File: src/hw/umc_pkg.sv
// Package with offsets, field positions, reset values and timing for the control register bank.
package umc_pkg;

  // Register indices; the APB byte address is four times the index.
  localparam logic [15:0] IDX_INSERT_COUNT = 16'h8400;
  localparam logic [15:0] IDX_NV_ACCESS    = 16'ha004;
  localparam logic [15:0] IDX_GEN_CONTROL  = 16'ha010;
  localparam logic [15:0] IDX_LANE_TRANSMIT_DISABLE_PIN  = 16'ha013;
  localparam logic [15:0] IDX_IRQ_STATUS   = 16'ha0f0;
  localparam logic [15:0] IDX_IRQ_MASK     = 16'ha0f1;

  localparam int ADDR_W = 18;
  localparam int DATA_W = 32;
  localparam int REG_W  = 16;

  // General control field positions.
  localparam int GC_SOFT_RESET  = 15;
  localparam int GC_SOFT_LOPWR  = 14;
  localparam int GC_SOFT_TXDIS  = 13;
  localparam int GC_SOFT_PRG3   = 12;
  localparam int GC_SOFT_PRG2   = 11;
  localparam int GC_SOFT_PRG1   = 10;
  localparam int GC_ALARM_TEST  = 9;
  localparam int GC_PIN_TXDIS   = 5;
  localparam int GC_PIN_LOPWR   = 4;
  localparam int GC_PIN_PRG3    = 3;
  localparam int GC_PIN_PRG2    = 2;
  localparam int GC_PIN_PRG1    = 1;

  // Writable bits of general control; bits 8 to 6 and 0 are reserved.
  localparam logic [15:0] GC_RW_MASK = 16'hfe00;

  // Command value that saves the nonvolatile register set.
  localparam logic [15:0] NV_SAVE_CMD = 16'h0020;

  // Interrupt status and mask fields.
  localparam int IRQ_SAVE_DONE   = 0;
  localparam int IRQ_CLEAR_DONE  = 1;
  localparam int IRQ_INSERTED    = 2;
  localparam int IRQ_N           = 3;
  localparam int ST_SAVE_BUSY    = 8;
  localparam int ST_CLEAR_BUSY   = 9;

  // Reset values.
  localparam logic [15:0] RST_GEN_CONTROL = 16'h0000;
  localparam logic [15:0] RST_LANE_TRANSMIT_DISABLE_PIN = 16'h0000;
  localparam logic [15:0] RST_NV_ACCESS   = 16'h0000;
  localparam logic [15:0] RST_INSERT_CNT  = 16'h0000;
  localparam logic [2:0]  RST_IRQ_MASK    = 3'h0;

  // Synchronised pin slots and their idle levels.
  localparam int PIN_RESET_N = 0;
  localparam int PIN_LOPWR   = 1;
  localparam int PIN_TXDIS   = 2;
  localparam int PIN_PRG1    = 3;
  localparam int PIN_PRG2    = 4;
  localparam int PIN_PRG3    = 5;
  localparam int PIN_INSERT  = 6;
  localparam int PIN_N       = 7;
  localparam logic [6:0] PIN_IDLE = 7'h01;

  // Timing.
  localparam int CLK_MHZ          = 125;
  localparam int NV_SAVE_TIME_MS  = 2000;
  localparam int CNT_CLEAR_TIME_MS = 2000;
  localparam int NV_SAVE_CYCLES   = NV_SAVE_TIME_MS * CLK_MHZ * 1000;
  localparam int CNT_CLEAR_CYCLES = CNT_CLEAR_TIME_MS * CLK_MHZ * 1000;
  localparam int TIMER_W          = 28;
  localparam int SOFT_RESET_CYCLES = 16;
  localparam logic [4:0] SOFT_RESET_LEN = 5'h10;

endpackage

File: src/hw/umc_op_timer.sv
// One-shot busy timer for slow nonvolatile operations.
`timescale 1ns/1ps
module umc_op_timer #(
  parameter int CYCLES = 16
) (
  input  wire logic clk,
  input  wire logic reset_n,
  input  wire logic start,
  output logic      busy,
  output logic      done
);

  logic [umc_pkg::TIMER_W-1:0] count_r;
  logic [umc_pkg::TIMER_W-1:0] count_nxt;
  logic                        busy_r;
  logic                        busy_nxt;
  logic                        done_r;
  logic                        last_w;

  // A start while busy restarts the wait so the latest request completes in full.
  assign last_w    = busy_r && (count_r == '0);
  assign count_nxt = start  ? umc_pkg::TIMER_W'(CYCLES - 1) :
                     busy_r ? count_r - umc_pkg::TIMER_W'(1) : count_r;
  assign busy_nxt  = start | (busy_r & ~last_w);

  always_ff @(posedge clk or negedge reset_n) begin
    if (!reset_n) begin
      count_r <= '0;
      busy_r  <= 1'b0;
      done_r  <= 1'b0;
    end else begin
      count_r <= count_nxt;
      busy_r  <= busy_nxt;
      done_r  <= last_w & ~start;
    end
  end

  assign busy = busy_r;
  assign done = done_r;

endmodule

File: src/hw/umc_ctrl_regs.sv
// General control register bank of the pluggable module, reached over APB.
//
// Decided for this implementation: the APB slave port.
`timescale 1ns/1ps
// How it works
// Soft reset bit self-clears, ORed with pin.
// Soft low power bit ORed with pin.
// Soft transmit disable ORed with pin.
// Bits 12..10 soft programmable controls 3..1.
// Bit 9 forces global alarm output.
// Read-only bits show logical pin states.
// Reserved bits read zero, ignore writes.
// Lane mask bit n disables lane n.
// Writing 0x0020 saves nonvolatile set, slow.
// Insertion count readable, host-clearable, slow.
module umc_ctrl_regs #(
  parameter int NV_SAVE_CYCLES   = umc_pkg::NV_SAVE_CYCLES,
  parameter int CNT_CLEAR_CYCLES = umc_pkg::CNT_CLEAR_CYCLES
) (
  input  wire logic                        clk,
  input  wire logic                        reset_n,
  input  wire logic                        psel,
  input  wire logic                        penable,
  input  wire logic                        pwrite,
  input  wire logic [umc_pkg::ADDR_W-1:0]  paddr,
  input  wire logic [umc_pkg::DATA_W-1:0]  pwdata,
  input  wire logic [3:0]                  pstrb,
  output logic      [umc_pkg::DATA_W-1:0]  prdata,
  output logic                             pready,
  output logic                             pslverr,
  input  wire logic                        module_hard_reset_pin_n,
  input  wire logic                        low_power_request_pin,
  input  wire logic                        transmit_disable_pin,
  input  wire logic                        prog_control_input_1,
  input  wire logic                        prog_control_input_2,
  input  wire logic                        prog_control_input_3,
  input  wire logic                        insertion_detect_pin,
  output logic                             module_reset_out,
  output logic                             low_power_out,
  output logic                             transmit_disable_out,
  output logic                             prog_control_out_1,
  output logic                             prog_control_out_2,
  output logic                             prog_control_out_3,
  output logic                             global_alarm_output,
  output logic      [15:0]                 lane_tx_disable,
  output logic                             nv_save_start,
  output logic                             nv_save_busy,
  output logic                             irq
);

  // Pin synchronisers: three stages, the filtered level moves when stages two and three agree.
  logic [umc_pkg::PIN_N-1:0] pin_raw;
  logic [umc_pkg::PIN_N-1:0] sync1_r;
  logic [umc_pkg::PIN_N-1:0] sync2_r;
  logic [umc_pkg::PIN_N-1:0] sync3_r;
  logic [umc_pkg::PIN_N-1:0] pin_r;

  assign pin_raw[umc_pkg::PIN_RESET_N] = module_hard_reset_pin_n;
  assign pin_raw[umc_pkg::PIN_LOPWR]   = low_power_request_pin;
  assign pin_raw[umc_pkg::PIN_TXDIS]   = transmit_disable_pin;
  assign pin_raw[umc_pkg::PIN_PRG1]    = prog_control_input_1;
  assign pin_raw[umc_pkg::PIN_PRG2]    = prog_control_input_2;
  assign pin_raw[umc_pkg::PIN_PRG3]    = prog_control_input_3;
  assign pin_raw[umc_pkg::PIN_INSERT]  = insertion_detect_pin;

  genvar gi;
  generate
    for (gi = 0; gi < umc_pkg::PIN_N; gi++) begin : g_sync
      always_ff @(posedge clk or negedge reset_n) begin
        if (!reset_n) begin
          sync1_r[gi] <= umc_pkg::PIN_IDLE[gi];
          sync2_r[gi] <= umc_pkg::PIN_IDLE[gi];
          sync3_r[gi] <= umc_pkg::PIN_IDLE[gi];
          pin_r[gi]   <= umc_pkg::PIN_IDLE[gi];
        end else begin
          sync1_r[gi] <= pin_raw[gi];
          sync2_r[gi] <= sync1_r[gi];
          sync3_r[gi] <= sync2_r[gi];
          if (sync2_r[gi] == sync3_r[gi]) begin
            pin_r[gi] <= sync3_r[gi];
          end
        end
      end
    end
  endgenerate

  // Logical pin states, one meaning asserted.
  wire pin_reset_asserted = ~pin_r[umc_pkg::PIN_RESET_N];
  wire pin_lopwr          = pin_r[umc_pkg::PIN_LOPWR];
  wire pin_txdis          = pin_r[umc_pkg::PIN_TXDIS];
  wire pin_prg1           = pin_r[umc_pkg::PIN_PRG1];
  wire pin_prg2           = pin_r[umc_pkg::PIN_PRG2];
  wire pin_prg3           = pin_r[umc_pkg::PIN_PRG3];
  wire pin_insert         = pin_r[umc_pkg::PIN_INSERT];

  // APB decode. Every access takes one wait state so read data can come from a register.
  logic                       ready_r;
  logic                       slverr_r;
  logic [umc_pkg::DATA_W-1:0] rdata_r;

  wire [15:0] reg_idx     = paddr[17:2];
  wire        addr_align  = (paddr[1:0] == 2'h0);
  wire        sel_count   = addr_align && (reg_idx == umc_pkg::IDX_INSERT_COUNT);
  wire        sel_nv      = addr_align && (reg_idx == umc_pkg::IDX_NV_ACCESS);
  wire        sel_gc      = addr_align && (reg_idx == umc_pkg::IDX_GEN_CONTROL);
  wire        sel_lane    = addr_align && (reg_idx == umc_pkg::IDX_LANE_TRANSMIT_DISABLE_PIN);
  wire        sel_status  = addr_align && (reg_idx == umc_pkg::IDX_IRQ_STATUS);
  wire        sel_mask    = addr_align && (reg_idx == umc_pkg::IDX_IRQ_MASK);
  wire        sel_any     = sel_count | sel_nv | sel_gc | sel_lane | sel_status | sel_mask;
  wire        access      = psel && penable && !ready_r;
  wire        commit      = psel && penable && ready_r;
  wire        wr_commit   = commit && pwrite && sel_any;

  // Byte lanes merge into the low half-word; the upper lanes carry nothing.
  wire [15:0] wmask       = {{8{pstrb[1]}}, {8{pstrb[0]}}};
  wire [15:0] wdata       = pwdata[15:0];

  wire wr_count  = wr_commit && sel_count;
  wire wr_nv     = wr_commit && sel_nv;
  wire wr_gc     = wr_commit && sel_gc;
  wire wr_lane   = wr_commit && sel_lane;
  wire wr_status = wr_commit && sel_status;
  wire wr_mask   = wr_commit && sel_mask;

  // Control registers.
  logic [15:0] gc_r;
  logic [15:0] gc_nxt;
  logic [4:0]  soft_rst_cnt_r;
  logic [4:0]  soft_rst_cnt_nxt;
  logic [15:0] lane_r;
  logic [15:0] lane_nxt;
  logic [15:0] nv_r;
  logic [15:0] nv_nxt;
  logic [15:0] count_r;
  logic [15:0] count_nxt;
  logic        insert_d_r;

  wire [15:0] gc_merged  = (gc_r & ~wmask) | (wdata & wmask);
  wire        soft_rst_wr = wr_gc && pstrb[1] && wdata[umc_pkg::GC_SOFT_RESET];
  wire        soft_rst_end = gc_r[umc_pkg::GC_SOFT_RESET] && (soft_rst_cnt_r == 5'h01);

  // Only the writable soft bits are stored, so reserved and pin bits never hold a value.
  always_comb begin
    gc_nxt = gc_r;
    if (wr_gc) begin
      gc_nxt = gc_merged & umc_pkg::GC_RW_MASK;
      // Writing zero to the soft reset bit leaves a running reset pulse alone.
      gc_nxt[umc_pkg::GC_SOFT_RESET] = gc_r[umc_pkg::GC_SOFT_RESET] | soft_rst_wr;
    end
    if (soft_rst_end && !soft_rst_wr) begin
      gc_nxt[umc_pkg::GC_SOFT_RESET] = 1'b0;
    end
  end

  // The soft reset is held a fixed number of cycles so downstream logic sees a real pulse.
  always_comb begin
    soft_rst_cnt_nxt = soft_rst_cnt_r;
    if (soft_rst_wr) begin
      soft_rst_cnt_nxt = umc_pkg::SOFT_RESET_LEN;
    end else if (soft_rst_cnt_r != 5'h00) begin
      soft_rst_cnt_nxt = soft_rst_cnt_r - 5'h01;
    end
  end

  assign lane_nxt = wr_lane ? ((lane_r & ~wmask) | (wdata & wmask)) : lane_r;
  assign nv_nxt   = wr_nv ? ((nv_r & ~wmask) | (wdata & wmask)) : nv_r;

  // Save command decodes from the merged value actually stored.
  wire nv_save_cmd = wr_nv && (((nv_r & ~wmask) | (wdata & wmask)) == umc_pkg::NV_SAVE_CMD);

  // Insertion count: any write asks for a clear; the count stays zero until the clear completes.
  logic cnt_clear_busy;
  logic cnt_clear_done;
  logic save_busy;
  logic save_done;

  wire insert_edge = pin_insert && !insert_d_r;

  always_comb begin
    count_nxt = count_r;
    if (wr_count || cnt_clear_busy) begin
      count_nxt = umc_pkg::RST_INSERT_CNT;
    end else if (insert_edge && (count_r != 16'hffff)) begin
      count_nxt = count_r + 16'h0001;
    end
  end

  always_ff @(posedge clk or negedge reset_n) begin
    if (!reset_n) begin
      gc_r           <= umc_pkg::RST_GEN_CONTROL;
      soft_rst_cnt_r <= 5'h00;
      lane_r         <= umc_pkg::RST_LANE_TRANSMIT_DISABLE_PIN;
      nv_r           <= umc_pkg::RST_NV_ACCESS;
      count_r        <= umc_pkg::RST_INSERT_CNT;
      insert_d_r     <= 1'b0;
    end else begin
      gc_r           <= gc_nxt;
      soft_rst_cnt_r <= soft_rst_cnt_nxt;
      lane_r         <= lane_nxt;
      nv_r           <= nv_nxt;
      count_r        <= count_nxt;
      insert_d_r     <= pin_insert;
    end
  end

  // Slow nonvolatile operations; the flash engine itself lies outside this block.
  umc_op_timer #(
    .CYCLES (NV_SAVE_CYCLES)
  ) u_save_timer (
    .clk     (clk),
    .reset_n (reset_n),
    .start   (nv_save_cmd),
    .busy    (save_busy),
    .done    (save_done)
  );

  umc_op_timer #(
    .CYCLES (CNT_CLEAR_CYCLES)
  ) u_clear_timer (
    .clk     (clk),
    .reset_n (reset_n),
    .start   (wr_count),
    .busy    (cnt_clear_busy),
    .done    (cnt_clear_done)
  );

  // Interrupts: sticky status, write one to clear, a new event wins over its clear.
  logic [umc_pkg::IRQ_N-1:0] status_r;
  logic [umc_pkg::IRQ_N-1:0] mask_r;
  logic                      save_start_r;
  logic                      irq_r;

  wire [umc_pkg::IRQ_N-1:0] events;
  assign events[umc_pkg::IRQ_SAVE_DONE]  = save_done;
  assign events[umc_pkg::IRQ_CLEAR_DONE] = cnt_clear_done;
  assign events[umc_pkg::IRQ_INSERTED]   = insert_edge;

  wire [umc_pkg::IRQ_N-1:0] w1c        = wr_status && pstrb[0] ? wdata[umc_pkg::IRQ_N-1:0] : '0;
  wire [umc_pkg::IRQ_N-1:0] status_nxt = (status_r & ~w1c) | events;
  wire [umc_pkg::IRQ_N-1:0] mask_nxt   = wr_mask && pstrb[0] ? wdata[umc_pkg::IRQ_N-1:0] : mask_r;
  // The interrupt is registered: one cycle of latency buys a glitch-free level at the pin.
  wire                      irq_nxt    = |(status_r & mask_r);

  always_ff @(posedge clk or negedge reset_n) begin
    if (!reset_n) begin
      status_r     <= '0;
      mask_r       <= umc_pkg::RST_IRQ_MASK;
      save_start_r <= 1'b0;
      irq_r        <= 1'b0;
    end else begin
      status_r     <= status_nxt;
      mask_r       <= mask_nxt;
      save_start_r <= nv_save_cmd;
      irq_r        <= irq_nxt;
    end
  end

  // Read mux.
  logic [15:0] gc_read;
  always_comb begin
    gc_read = gc_r & umc_pkg::GC_RW_MASK;
    gc_read[umc_pkg::GC_PIN_TXDIS] = pin_txdis;
    gc_read[umc_pkg::GC_PIN_LOPWR] = pin_lopwr;
    gc_read[umc_pkg::GC_PIN_PRG3]  = pin_prg3;
    gc_read[umc_pkg::GC_PIN_PRG2]  = pin_prg2;
    gc_read[umc_pkg::GC_PIN_PRG1]  = pin_prg1;
  end

  logic [15:0] status_read;
  always_comb begin
    status_read = 16'h0000;
    status_read[umc_pkg::IRQ_N-1:0]     = status_r;
    status_read[umc_pkg::ST_SAVE_BUSY]  = save_busy;
    status_read[umc_pkg::ST_CLEAR_BUSY] = cnt_clear_busy;
  end

  wire [15:0] rd_mux = sel_count  ? count_r :
                       sel_nv     ? nv_r :
                       sel_gc     ? gc_read :
                       sel_lane   ? lane_r :
                       sel_status ? status_read :
                       sel_mask   ? {13'h0, mask_r} : 16'h0000;

  always_ff @(posedge clk or negedge reset_n) begin
    if (!reset_n) begin
      ready_r  <= 1'b0;
      slverr_r <= 1'b0;
      rdata_r  <= 32'h0000_0000;
    end else begin
      ready_r  <= access;
      slverr_r <= access && !sel_any;
      if (access && !pwrite) begin
        rdata_r <= {16'h0000, rd_mux};
      end
    end
  end

  assign pready  = ready_r;
  assign pslverr = slverr_r;
  assign prdata  = rdata_r;

  // Module-facing controls. Each soft bit except the alarm test ORs with its pin so either source alone asserts.
  logic reset_out_r;
  logic lopwr_out_r;
  logic txdis_out_r;
  logic prg1_out_r;
  logic prg2_out_r;
  logic prg3_out_r;
  logic alarm_out_r;

  always_ff @(posedge clk or negedge reset_n) begin
    if (!reset_n) begin
      reset_out_r <= 1'b0;
      lopwr_out_r <= 1'b0;
      txdis_out_r <= 1'b0;
      prg1_out_r  <= 1'b0;
      prg2_out_r  <= 1'b0;
      prg3_out_r  <= 1'b0;
      alarm_out_r <= 1'b0;
    end else begin
      reset_out_r <= pin_reset_asserted | gc_r[umc_pkg::GC_SOFT_RESET];
      lopwr_out_r <= pin_lopwr | gc_r[umc_pkg::GC_SOFT_LOPWR];
      txdis_out_r <= pin_txdis | gc_r[umc_pkg::GC_SOFT_TXDIS];
      prg1_out_r  <= pin_prg1 | gc_r[umc_pkg::GC_SOFT_PRG1];
      prg2_out_r  <= pin_prg2 | gc_r[umc_pkg::GC_SOFT_PRG2];
      prg3_out_r  <= pin_prg3 | gc_r[umc_pkg::GC_SOFT_PRG3];
      alarm_out_r <= gc_r[umc_pkg::GC_ALARM_TEST];
    end
  end

  assign module_reset_out     = reset_out_r;
  assign low_power_out        = lopwr_out_r;
  assign transmit_disable_out = txdis_out_r;
  assign prog_control_out_1   = prg1_out_r;
  assign prog_control_out_2   = prg2_out_r;
  assign prog_control_out_3   = prg3_out_r;
  assign global_alarm_output  = alarm_out_r;
  assign lane_tx_disable      = lane_r;
  assign nv_save_start        = save_start_r;
  assign nv_save_busy         = save_busy;
  assign irq                  = irq_r;

endmodule

File: config.mk
export PLATFORM = sky130hd
export DESIGN_NAME = umc_ctrl_regs
export DESIGN_NICKNAME = d
export VERILOG_FILES = /design/src/hw/umc_pkg.sv /design/src/hw/umc_op_timer.sv /design/src/hw/umc_ctrl_regs.sv
export SDC_FILE = /design/constraint.sdc
export NUM_CORES = 1
export LEC_CHECK = 0
export ABC_AREA = 1
export BUFFER_PORTS_ARGS = -buffer_cell sky130_fd_sc_hd__buf_2
export CORE_ASPECT_RATIO = 0.7
export CORE_UTILIZATION = 40
export CTS_CLUSTER_SIZE = 28
export DETAILED_ROUTE_END_ITERATION = 10
export MAX_ROUTING_LAYER = met4
export PLACE_DENSITY = 0.71
export SYNTH_ARGS = -nofsm -noshare
export SYNTH_HDL_FRONTEND = slang
export SYNTH_SLANG_ARGS = --single-unit
File: constraint.sdc
create_clock -name clk -period 1.9 [get_ports clk]
set_input_delay 0.19 -clock clk [delete_from_list [all_inputs] [get_ports clk]]
set_output_delay 0.19 -clock clk [all_outputs]
set_load 0.005 [all_outputs]
==> metrics <==
status=complete, no violations; ys flop type=dfrtp_1; CP Max Fanout=8; RSZ-0062 raised after global routing=yes; CP Class=in2reg; hold path startpoint=pwdata[7]; Psw=about 1900 uW; setup skew after layout=about 0.011 ns; clock sink count=182; Core Rows=46; Placed Cells=between 1500 and 2000; YS warnings=0; Worst Tran Pin Value=0.6768 ns; Max Slew Vio Count=0; Final Non-Filler Cells=1700; Mapped Area=between 9000 and 10000 um2; xor and xnor area share after synthesis=between 2 and 3%; final setup vio count=0; asr flop ratio synth=100.0%; worst hold path class=in2reg; max_slew headroom=between 50% and 60%; first-pass GRT wire length=slightly above 40 mm; GR peak layer=met1; Slowest-stage cell, CP=dlygate4sd3_1; Worst R2R Path Depth=10; switching share of power=23.12%; crit-path max cell delay=between 0.5 and 0.6 ns; fin crit share=~95%; htree depth=4; reg2reg start=u_save_timer.count_r[1]$_DFFE_PN0P_; # Max-Cap Violations=0; mux cell area share after synthesis=0%; Synth top area share=47.15%; critical path capture point type=flip-flop; met3 Use GR=4.435%; Placeable Area=22910 um2; Pwr Density=between 600 and 700 nW/um2; met2 GRT Util=31.04%; Starting Density=approximately 41%; drt wl/cell=about 15 um; Distinct cells, synth=50; die width=between 150 and 200 um; I/O Buffers=91; Required @ worst endpoint=2.28 ns; antenna-violating nets left=0; initial DRC count=780; Max Root-Sink Buffers=2; Startpoint Class=primary input; Die Y=around 130 um; sequential fraction of design power=between 40 and 50%; gr usage total=a little under a quarter; drt pass-1 iters=5; Peak supply drop=0.6810 mV; main area contributors after synthesis=dfrtp_1 (47%), nand2_1 (11%), inv_1 (6.0%); clk_lat worst skew=around 0.45 ns; Max Fclk=approximately 550 MHz; # IOs=126; adder-cell area share of the yosys netlist=under 10%; main combinational cell family by area after synthesis=simple AND/OR/NAND/NOR gates; Clock transition at path regs=~0.07 ns; WL final=26.01 mm; TNS Setup=0 ns; largest net degree at the start of global routing=57; clock share of power=a little under half; Pint=a little over 6000 uW; Synth Area in Simple Gates=a little under a third; CTS Buf Count=17; combinational share of power=around 5.4%; Nets=1448; CP arrival=between 2 and 2.5 ns; fin crit period=roughly 1.8 ns; register area share after synthesis=48.26%; via count=around 8600; CP top delay family=buffers and inverters; Root Buffer=clkbuf_16; Critical path buffers and inverters=5; worst hold stages=3; CP cell instances=dlygate4sd3_1 -> buf_2 -> inv_1 -> nand2_1 -> o21ai_1 -> and2_1 -> nand3_1 -> nor2_4 -> nand4_4 -> buf_6 -> nand3_1 -> o21ai_0 -> inv_1; share of layout cells above drive strength 1=about a quarter; DRC viols=0; Vias/cell=a little over 5; EDFF count, synth=0; Antenna Cells=0; R2R setup slack=0.1 ns; CTS tree=done; M1 GR Usage=roughly a third; grt ovf=0; RR Endpoint=u_save_timer.count_r[20]$_DFFE_PN0P_; register bit total from synthesis=182; vias in the first global route=roughly 7900; average size of a mapped cell=around 8.0 um2; Gate Count Post-Synth=1178; die area=roughly 24000 um2; detailed placement HPWL=about 19 mm; P&R area growth vs syn=26.25%; Placer Congestion=slightly above 0.9; leak pwr=approximately 0.0059 uW; Synth Area in Compound Gates=between 7 and 8%; initial antenna violation count=0; dominant cell type by area after synthesis=dfrtp_1; Final Hold Fails=0
cells in the mapped netlist, types with 7 or more instances:
cell	number
o21ai_1	26
maj3_1	7
nand2_2	9
nor2_1	131
nor3_1	28
a21oi_1	10
inv_2	7
nand4_1	25
o221ai_1	10
buf_4	18
or2_2	20
inv_1	151
dfrtp_1	178
nand2_1	289
o21ai_2	14
buf_2	10
nand3_1	83
o21ai_0	44
xor2_1	21
clkbuf_1	9
xnor2_1	9
timing repair:
action	in CTS	in global routing
resized for setup	6	72
hold buffers	15	0
gates cloned	0	0
endpoints found under the hold margin	58	0
endpoints found under the setup margin	5	39
pin swaps	0	19
setup buffers	0	10
metal layers:
metal  share of wire, %  vias to the layer above  wire length (um)
li1                   -                     4131                 -
met1                 50                     4185             13030
met2                 42                      297             10950
met3                6.3                       30              1641
met4                1.5                        0               380
met5                  0                        -                 0
cells in the final DEF, fill, tap and decap left out, types with 4 or more instances in the layout:
cell / netlist / layout
buf_12: 0 / 7
nor3b_1: 5 / 5
or2_2: 20 / 19
xor2_1: 21 / 21
nor2_1: 131 / 117
nand2_4: 3 / 4
nand3_2: 4 / 7
nor2_4: 4 / 13
o211ai_1: 6 / 6
nor2_2: 5 / 10
dfstp_2: 4 / 4
dfrtp_1: 178 / 177
nor4_1: 5 / 4
inv_1: 151 / 143
xnor2_1: 9 / 9
nand3_1: 83 / 79
buf_4: 18 / 92
nand2_2: 9 / 14
maj3_1: 7 / 7
o21ai_0: 44 / 37
o221ai_1: 10 / 10
dlygate4sd3_1: 0 / 15
buf_2: 10 / 90
nor3_2: 2 / 5
a21oi_1: 10 / 9
conb_1: 1 / 16
nand2_1: 289 / 283
nand3b_1: 6 / 6
nand4_1: 25 / 25
nor3_1: 28 / 22
inv_2: 7 / 15
clkbuf_16: 0 / 17
o21ai_1: 26 / 26
o21ai_2: 14 / 21
worst register-to-register path, cell delays in order (launching register included):
cell and delay (ns):
dfrtp_1 0.40, inv_2 0.08, ha_4 0.15, nand3_4 0.08, nor3_4 0.27, nand3_2 0.15, nor2_4 0.14, nand3_2 0.08
xor2_1 0.14, or2_4 0.22, inv_2 0.04
logic make-up after synthesis:
| logic type | count (synthesis) |
|---|---|
| compound gates | 122 |
| buf+inv | 204 |
| fa+ha+maj | 13 |
| simple gates | 626 |
| flops | 182 |
| other cells | 1 |
| xor+xnor | 30 |
worst max path at each step:
stage	slack, ns	startpoint	end	depth (start not counted)
floorplan	0.07	u_clear_timer.count_r[0]$_DFFE_PN0N_	u_clear_timer.count_r[26]$_DFFE_PN0N_	11
global placement	-0.08	u_clear_timer.count_r[1]$_DFFE_PN0N_	u_clear_timer.count_r[26]$_DFFE_PN0N_	11
detailed placement	-0.09	u_clear_timer.count_r[1]$_DFFE_PN0N_	u_clear_timer.count_r[26]$_DFFE_PN0N_	11
CTS	0.007	nv_r[12]$_DFFE_PN0P_	u_save_timer.count_r[1]$_DFFE_PN0P_	11
global route	-0.04	u_clear_timer.count_r[1]$_DFFE_PN0N_	u_clear_timer.count_r[26]$_DFFE_PN0N_	11
finish	0.1	pwdata[11]	u_save_timer.count_r[1]$_DFFE_PN0P_	13
metrics by stage:
stage	util (%)	setup slack [ns]	total power, uW	hold WS [ns]	instance area [um2]
2_1_floorplan	-	0.06939	4189	-0.1056	9503
3_3_place_gp	47.35	-0.08206	4422	0.1862	10850
3_5_place_dp	47.35	-0.09092	4430	0.1874	10850
4_1_cts	50.74	0.006871	8152	0.005537	11620
5_1_grt	52.06	-0.03531	8374	0.01936	11930
6_report	52.06	0.09537	8100	0.01523	11930
layout make-up:
type	instances	area [um2]
fill	2143	10980
timing repair buffer	208	1479
tap	312	390.4
inverter	160	603.1
clock buffer	20	456.7
clock inverter	11	148.9
sequential	182	4561
multi-input combinational	807	4288
power groups by stage:
stage,sequential [uW],combinational [uW],clock [uW]
after floorplan,4020,165,0
after global placement,4030,392,0
after detailed placement,4030,398,0
after CTS,3960,426,3770
after global routing,3960,486,3930
final,3960,434,3710
Power figures use the tool's default switching activity.
